### config.mk
export PLATFORM = sky130hd
export DESIGN_NAME = iocb_bank
export DESIGN_NICKNAME = d
export VERILOG_FILES = /design/src/iocb_pkg.sv /design/src/iocb_bank.sv
export SDC_FILE = /design/constraint.sdc
export NUM_CORES = 1
export LEC_CHECK = 0
export ABC_AREA = 1
export BUFFER_PORTS_ARGS = -buffer_cell sky130_fd_sc_hd__clkbuf_2
export CORE_MARGIN = 2
export CORE_UTILIZATION = 40
export CTS_BUF_LIST = sky130_fd_sc_hd__clkbuf_8
export CTS_CLUSTER_DIAMETER = 120
export CTS_CLUSTER_SIZE = 10
export DETAILED_ROUTE_END_ITERATION = 16
export PLACE_DENSITY = 0.66
export SLEW_MARGIN = 0
export SYNTH_ARGS = -nofsm -noshare
export SYNTH_HDL_FRONTEND = slang
export SYNTH_SLANG_ARGS = --single-unit
### constraint.sdc
create_clock -name clk_sys -period 1.2 [get_ports clk_sys]
set_clock_uncertainty 0.1 [all_clocks]
set_input_delay 0.18 -clock clk_sys [delete_from_list [all_inputs] [get_ports clk_sys]]
set_output_delay 0.18 -clock clk_sys [all_outputs]
set_load 0.01 [all_outputs]
### src/iocb_pkg.sv
package iocb_pkg;

    localparam int ADDR_W = 8;
    localparam int DATA_W = 8;

    // register offsets
    localparam logic [7:0] OFS_INPUT_STATE      = 8'h00;
    localparam logic [7:0] OFS_OUTPUT_DRIVE     = 8'h01;
    localparam logic [7:0] OFS_IRQ_ENABLE       = 8'h02;
    localparam logic [7:0] OFS_IRQ_EDGE_SELECT  = 8'h05;
    localparam logic [7:0] OFS_IRQ_FLAGS        = 8'h07;
    localparam logic [7:0] OFS_TIMER_ZERO_DATA  = 8'h08;
    localparam logic [7:0] OFS_TIMER_ONE_DATA   = 8'h09;
    localparam logic [7:0] OFS_TIMER_CTRL_WORD  = 8'h0b;
    localparam logic [7:0] OFS_TIMER_ZERO_START = 8'h0c;
    localparam logic [7:0] OFS_TIMER_ONE_START  = 8'h0d;
    localparam logic [7:0] OFS_TIMER_ZERO_ROUTE = 8'h0e;
    localparam logic [7:0] OFS_TIMER_ONE_ROUTE  = 8'h0f;
    localparam logic [7:0] OFS_LIGHT_CTRL       = 8'h10;
    localparam logic [7:0] OFS_BEEPER_CTRL      = 8'h11;
    localparam logic [7:0] OFS_IRQ_MASK         = 8'h12;

    // field positions
    localparam int FLD_RUN    = 0;
    localparam int FLD_LEVEL  = 4;
    localparam int FLG_IN0    = 0;
    localparam int FLG_IN1    = 1;
    localparam int FLG_T0     = 2;
    localparam int FLG_T1     = 3;

    // reset values and writable-bit masks
    localparam logic [7:0] RST_BYTE = 8'h00;
    localparam logic [7:0] RST_MASK = 8'hff;
    localparam logic [7:0] FLAG_BITS  = 8'h0f;
    localparam logic [7:0] ENA_BITS   = 8'h03;
    localparam logic [7:0] START_BITS = 8'h01;
    localparam logic [7:0] ROUTE0_BITS = 8'h0f;
    localparam logic [7:0] ROUTE1_BITS = 8'h7f;
    localparam logic [7:0] PAT_BITS   = 8'h07;

    typedef struct packed {
        logic [7:0] addr;
        logic [7:0] wdata;
        logic       wr;
        logic       rd;
    } iocb_req_s;

    // access towards the external interval counter chip
    typedef struct packed {
        logic [1:0] sel;
        logic [7:0] wdata;
        logic       wr;
        logic       rd;
    } iocb_tmr_s;

    typedef struct packed {
        logic [7:0] t0_route;
        logic [7:0] t1_route;
        logic [7:0] light;
        logic [7:0] beeper;
    } iocb_cfg_s;

endpackage

### src/iocb_bank.sv
`timescale 1ns/1ps
`default_nettype none

// Overview of operation
// - A read at offset zero returns the eight isolated inputs, input n in bit n.
// - Writes at offset one drive the eight isolated outputs and reads return the driven value.
// - Offset two holds read/write interrupt enables for input zero (bit 0) and input one (bit 1).
// - Offset five bits 0 and 1 choose which edge of inputs zero and one raises an event.
// - Offset nine passes reads and writes straight through to the second counter's data register.
// - Offset eleven passes writes to the counter chip control word for mode programming.
// - Each counter has a start register: bit 0 drives its gate, bit 4 reads back its output level.
// - The counter zero settings register bits 0..3 pick clock source, gate source, output and interrupt routing.
module iocb_bank
(
    input  wire logic                clk_sys,
    input  wire logic                arst_n,
    input  wire iocb_pkg::iocb_req_s req,
    output logic [7:0]               rdata,
    input  wire logic [7:0]          iso_in,
    output logic [7:0]               iso_out,
    output iocb_pkg::iocb_tmr_s      tmr_req,
    input  wire logic [7:0]          tmr_rdata,
    input  wire logic                timer_zero_level,
    input  wire logic                timer_one_level,
    output logic                     timer_zero_run,
    output logic                     timer_one_run,
    output iocb_pkg::iocb_cfg_s      cfg,
    output logic                     irq
);
    import iocb_pkg::*;

    ////////////////////////////////////////////////////////////////////////////
    // state

    typedef struct packed {
        logic [7:0] in_s1;
        logic [7:0] in_s2;
        logic [1:0] in_prev;
        logic [1:0] lvl_s1;
        logic [1:0] lvl_s2;
        logic [1:0] lvl_prev;
        logic [7:0] output_drive;
        logic [7:0] irq_enable;
        logic [7:0] irq_edge_select;
        logic [7:0] irq_flags;
        logic [7:0] irq_mask;
        logic [7:0] t0_start;
        logic [7:0] t1_start;
        iocb_cfg_s  cfg;
        logic       rd_tmr;
        logic [7:0] rdata;
        logic       irq;
    } iocb_state_s;

    iocb_state_s st;
    iocb_state_s next_st;

    // edge event: sel=1 rising, sel=0 falling
    function automatic logic edge_hit(input logic prev, input logic cur, input logic sel);
        edge_hit = sel ? (cur & ~prev) : (prev & ~cur);
    endfunction

    function automatic logic is_timer_addr(input logic [7:0] a);
        is_timer_addr = (a == OFS_TIMER_ZERO_DATA) || (a == OFS_TIMER_ONE_DATA) || (a == OFS_TIMER_CTRL_WORD);
    endfunction

    ////////////////////////////////////////////////////////////////////////////
    // next state

    logic [7:0] events;
    logic [7:0] rd_mux;

    always_comb
    begin
        next_st = st;
        events  = RST_BYTE;
        rd_mux  = RST_BYTE;

        // two-stage synchronisers; only stage two feeds logic
        next_st.in_s1  = iso_in;
        next_st.in_s2  = st.in_s1;
        next_st.lvl_s1 = {timer_one_level, timer_zero_level};
        next_st.lvl_s2 = st.lvl_s1;
        next_st.in_prev  = st.in_s2[1:0];
        next_st.lvl_prev = st.lvl_s2;

        events[FLG_IN0] = edge_hit(st.in_prev[0], st.in_s2[0], st.irq_edge_select[0]);
        events[FLG_IN1] = edge_hit(st.in_prev[1], st.in_s2[1], st.irq_edge_select[1]);
        // counter events on rising output, only when routed to interrupt
        events[FLG_T0] = st.lvl_s2[0] & ~st.lvl_prev[0] & st.cfg.t0_route[3];
        events[FLG_T1] = st.lvl_s2[1] & ~st.lvl_prev[1] & st.cfg.t1_route[3];

        if (req.wr)
        begin
            unique case (req.addr)
                OFS_OUTPUT_DRIVE:     next_st.output_drive = req.wdata;
                OFS_IRQ_ENABLE:       next_st.irq_enable = req.wdata & ENA_BITS;
                OFS_IRQ_EDGE_SELECT:  next_st.irq_edge_select = req.wdata & ENA_BITS;
                OFS_IRQ_FLAGS:        next_st.irq_flags = st.irq_flags & ~req.wdata;
                OFS_TIMER_ZERO_START: next_st.t0_start = req.wdata & START_BITS;
                OFS_TIMER_ONE_START:  next_st.t1_start = req.wdata & START_BITS;
                OFS_TIMER_ZERO_ROUTE: next_st.cfg.t0_route = req.wdata & ROUTE0_BITS;
                OFS_TIMER_ONE_ROUTE:  next_st.cfg.t1_route = req.wdata & ROUTE1_BITS;
                OFS_LIGHT_CTRL:       next_st.cfg.light = req.wdata & PAT_BITS;
                OFS_BEEPER_CTRL:      next_st.cfg.beeper = req.wdata & PAT_BITS;
                OFS_IRQ_MASK:         next_st.irq_mask = req.wdata & FLAG_BITS;
                default:              next_st.irq_mask = st.irq_mask;
            endcase
        end
        // set wins over a clear in the same cycle
        next_st.irq_flags = (next_st.irq_flags | events) & FLAG_BITS;

        unique case (req.addr)
            OFS_INPUT_STATE:      rd_mux = st.in_s2;
            OFS_OUTPUT_DRIVE:     rd_mux = st.output_drive;
            OFS_IRQ_ENABLE:       rd_mux = st.irq_enable;
            OFS_IRQ_EDGE_SELECT:  rd_mux = st.irq_edge_select;
            OFS_IRQ_FLAGS:        rd_mux = st.irq_flags;
            OFS_TIMER_ZERO_START: rd_mux = st.t0_start | ({7'h00, st.lvl_s2[0]} << FLD_LEVEL);
            OFS_TIMER_ONE_START:  rd_mux = st.t1_start | ({7'h00, st.lvl_s2[1]} << FLD_LEVEL);
            OFS_TIMER_ZERO_ROUTE: rd_mux = st.cfg.t0_route;
            OFS_TIMER_ONE_ROUTE:  rd_mux = st.cfg.t1_route;
            OFS_LIGHT_CTRL:       rd_mux = st.cfg.light;
            OFS_BEEPER_CTRL:      rd_mux = st.cfg.beeper;
            OFS_IRQ_MASK:         rd_mux = st.irq_mask;
            default:              rd_mux = RST_BYTE;
        endcase

        // counter chip data arrives in the cycle after the strobe, so the bank
        // picks it up combinationally in the answer cycle
        next_st.rd_tmr = req.rd & is_timer_addr(req.addr);
        next_st.rdata  = req.rd ? rd_mux : RST_BYTE;

        // interrupt only for flag with mask bit, inputs also need their enable; counters use the mask alone
        next_st.irq = |(next_st.irq_flags & st.irq_mask
                        & {4'h0, 2'b11, next_st.irq_enable[1:0]});
    end

    ////////////////////////////////////////////////////////////////////////////
    // registers

    always_ff @(posedge clk_sys or negedge arst_n)
    begin
        if (!arst_n)
        begin
            st          <= '0;
            st.irq_mask <= RST_MASK & FLAG_BITS;
        end
        else
        begin
            st <= next_st;
        end
    end

    ////////////////////////////////////////////////////////////////////////////
    // outputs

    always_comb
    begin
        tmr_req.sel   = req.addr[1:0];
        tmr_req.wdata = req.wdata;
        tmr_req.wr    = req.wr & is_timer_addr(req.addr);
        tmr_req.rd    = req.rd & is_timer_addr(req.addr);
    end

    assign rdata          = st.rd_tmr ? tmr_rdata : st.rdata;
    assign iso_out        = st.output_drive;
    assign timer_zero_run = st.t0_start[FLD_RUN];
    assign timer_one_run  = st.t1_start[FLD_RUN];
    assign cfg            = st.cfg;
    assign irq            = st.irq;

endmodule

`default_nettype wire

==> key figures <==
Yosys
  • Multiplexer share of the synthesized area: 2.721%
  • Mapped Cells: about 430
  • Netlist cell types: 33
  • Ys async rst share: 100.0%
  • Synthesized area: around 0.0037 mm2
  • Top cells by area, synth: dfrtp_1 (46%), nand2_1 (12%), buf_4 (10%)
  • Simple-Gate Fraction of Synth Area: a little over a quarter
  • Register area share after synthesis: about half
  • Avg Inst Size Synth: a little under 9 um2
  • Most frequent cell after synthesis: nand2_1
  • Main synth FF type: dfrtp_1
  • Adder-cell share of the synthesized area: 0%
  • Synth Register Bits: 73
  • Yosys warnings: 0
  • Post-Synth XOR/XNOR Area: 0%
  • Main combinational cell family by area after synthesis: simple AND/OR/NAND/NOR gates
  • Number of synthesized flops with an enable pin: 0
  • Compound-Gate Fraction of Synth Area: 6.382%
  • Most instantiated cells after synthesis: nand2_1 (122), dfrtp_1 (69), buf_4 (51)
  • Cell taking the most area after synthesis: dfrtp_1
  • Yosys top cell area share: between 40% and 50%

CTS
  • Clk buf depth: 2
  • Num CTS Buffers: 9
  • Clk sinks: 73
  • Clock transition at path regs: ~0.08 ns
  • Worst-Skew Late Latency: between 0.3 and 0.4 ns
  • # H-tree levels: 3
  • CTS tree: built
  • Root buffer cell: clkbuf_8

Timing
  • Setup ws final: -0.3845 ns
  • Setup violations, final: 11
  • Slew Limit Fails: 0
  • RSZ-0062 raised after global routing: true
  • Tcrit/Tclk final: 132.0%
  • Fmax: 631.1 MHz
  • Tmin final: 1.585 ns
  • Fin. Hold Viols: 0

Drt
  • Routed WL per cell: approximately 14 um
  • TritonRoute pass-1 iters: 4
  • DRT antenna net count: 0
  • Vias per inst: ~4.6
  • Initial DRC Count: approximately 240
  • Detailed-route via count: between 3000 and 4000
  • Routed Wire Length: 9141 um
  • DRC: 0

Floorplanning
  • CORE AREA: 0.009153 mm2
  • Num rows: 35
  • DIE AREA: 0.01010 mm2
  • Die Y: about 100 um
  • Die Span X: roughly 100 um
  • IO Count: just over 100
  • Initial Util: between 40 and 50%

Placement
  • Number of port buffers: between 80 and 90
  • Pre-CTS setup slack: -0.3364 ns
  • GP Congestion: between 0.9 and 1
  • Dpl hpwl: 6590 um
  • Placed inst area: ~0.0042 mm2

Power and ir drop
  • Max VDD drop: 0.0006534 V
  • Leakage: between 2 and 3 nW
  • PD cells: 1124 mW/mm2
  • Pwr Total: 5.514 mW

Finish
  • Nets: slightly below 600
  • Post-Layout Inst Area: roughly 0.0049 mm2
  • # diodes: 0
  • Layout cells sized above 1: 40.15%
  • Final core utilization: 53.60%
  • Filler cells: 877
  • Area Overhead vs Synth: 31.71%

Global route
  • GRT overflow: 0
  • Global-route wire length before repair: 14260 um
  • Vias in the first global route: ~2800
  • All-layer global routing usage: 18.63%
  • Largest net degree at the start of global routing: between 70 and 80
  • Initial antenna violation count: 0

Worst setup path
  • Worst endpoint required time: 0.92 ns
  • Setup crit start kind: register
  • Setup CP Type: register to output pin
  • Critical Path Fanout Max: 8
  • Critical path endpoint category: output pin
  • Critical Path AT: 1.30 ns

Run status
  • Violated checks: setup timing
  • Status: complete, but fails checks

Flow run
  • Maxcap violations: 0

Hold path
  • Worst Hold Class: input pin to register
## power breakdown
group / leakage, nW / switching [mW] / internal, mW
clock: 0.121 / 0.913 / 1.28
sequential: 0.908 / 0.0692 / 2.57
combinational: 1.57 / 0.374 / 0.305
total: 2.60 / 1.36 / 4.16
## worst paths after layout
| check | from | endpoint | slack, ns | depth (start not counted) |
|---|---|---|---|---|
| worst max-delay path | st[9]$_DFF_PN0_ | rdata[4] | -0.38 | 2 |
| worst min-delay path | req[3] | cfg[1]$_DFFE_PN0P_ | 0.02 | 3 |
| worst max register to register | cfg[27]$_DFFE_PN0P_ | irq$_DFF_PN0_ | 0.05 | 7 |
| worst min register to register | next_st[106]$_DFF_PN0_ | next_st[104]$_DFF_PN0_ | 0.25 | 0 |
| max in group asynchronous | arst_n | st[61]$_DFFE_PN1P_ | 0.39 | 3 |
| min in group asynchronous | arst_n | next_st[106]$_DFF_PN0_ | 0.29 | 3 |
## worst max-delay path, cell delays in order, from the launching register on
cell and delay [ns]:
dfrtp_2 0.47, mux2_2 0.35, clkbuf_2 0.13
## cells in the final DEF, fill, tap and decap left out, types with 2 or more instances in the layout
cell           netlist  layout
a21oi_1              3       3
buf_12               0       2
buf_2                4       4
buf_4               51      41
buf_6                1       8
buf_8                0       3
bufinv_16            0       2
clkbuf_2             0      74
clkbuf_8             0      13
clkinv_2             1       2
conb_1               1      15
dfrtp_1             69      68
dfstp_2              4       4
dlygate4sd3_1        0      15
inv_1               36      31
inv_4                0       3
inv_6                0       2
mux2_2               8       7
mux2_4               0       2
nand2_1            122     117
nand2_2             10      10
nand2_4              1       6
nand3_1             24      20
nand3_2              3       6
nand3_4              1       2
nand3b_1             5       5
nand4_1              2       2
nor2_1              25      21
nor2_2               4       4
nor2_4               7      11
nor3_2               2       2
o21ai_0             19      18
o21ai_1              7       8
o21ai_2              7       7
## sequential cells by signal (all words and copies together) (netlist names)
name / flops
timer_one_run: 1
irq: 1
timer_zero_run: 1
iso_out: 8
cfg: 17
st: 31
next_st: 14
## layer usage
metal,GRT usage [%],wire length [um],vias up
met4,8.008,255,0
met2,30.05,4521,82
met3,3.745,407,17
met1,24.48,3957,1418
li1,-,-,1515
met5,0,0,-
## through the flow
stage	hold slack, ns	instances	TNS (ns)
2_1_floorplan	-0.2156	439	-0.06237
3_3_place_gp	0.1354	605	-9.017
3_5_place_dp	0.1424	605	-11.10
4_1_cts	0.004045	650	-3.272
5_1_grt	0.02499	659	-3.929
6_report	0.01557	659	-3.118
## cell families after synthesis
group,after synthesis
flip-flops,73
other,1
multiplexers,9
AND/OR/NAND/NOR,208
buffers and inverters,94
AO/OA/AOI/OAI,40
## layout make-up
class | count | area, um2 | area share, %
tap | 111 | 138.9 | 2.831
clock buffer | 11 | 151.4 | 3.086
clock inverter | 5 | 77.57 | 1.581
sequential | 73 | 1833 | 37.36
timing repair buffer | 150 | 1059 | 21.58
multi-input combinational | 272 | 1490 | 30.37
inverter | 37 | 156.4 | 3.188
## timing repair
item,in CTS,in global routing
setup buffers,16,10
gates resized for setup,21,34
hold buffers,15,0
setup endpoints to repair,21,43
hold endpoints to repair,85,0
pin swaps,5,23
Note: power is estimated with default switching activity, not from simulation.
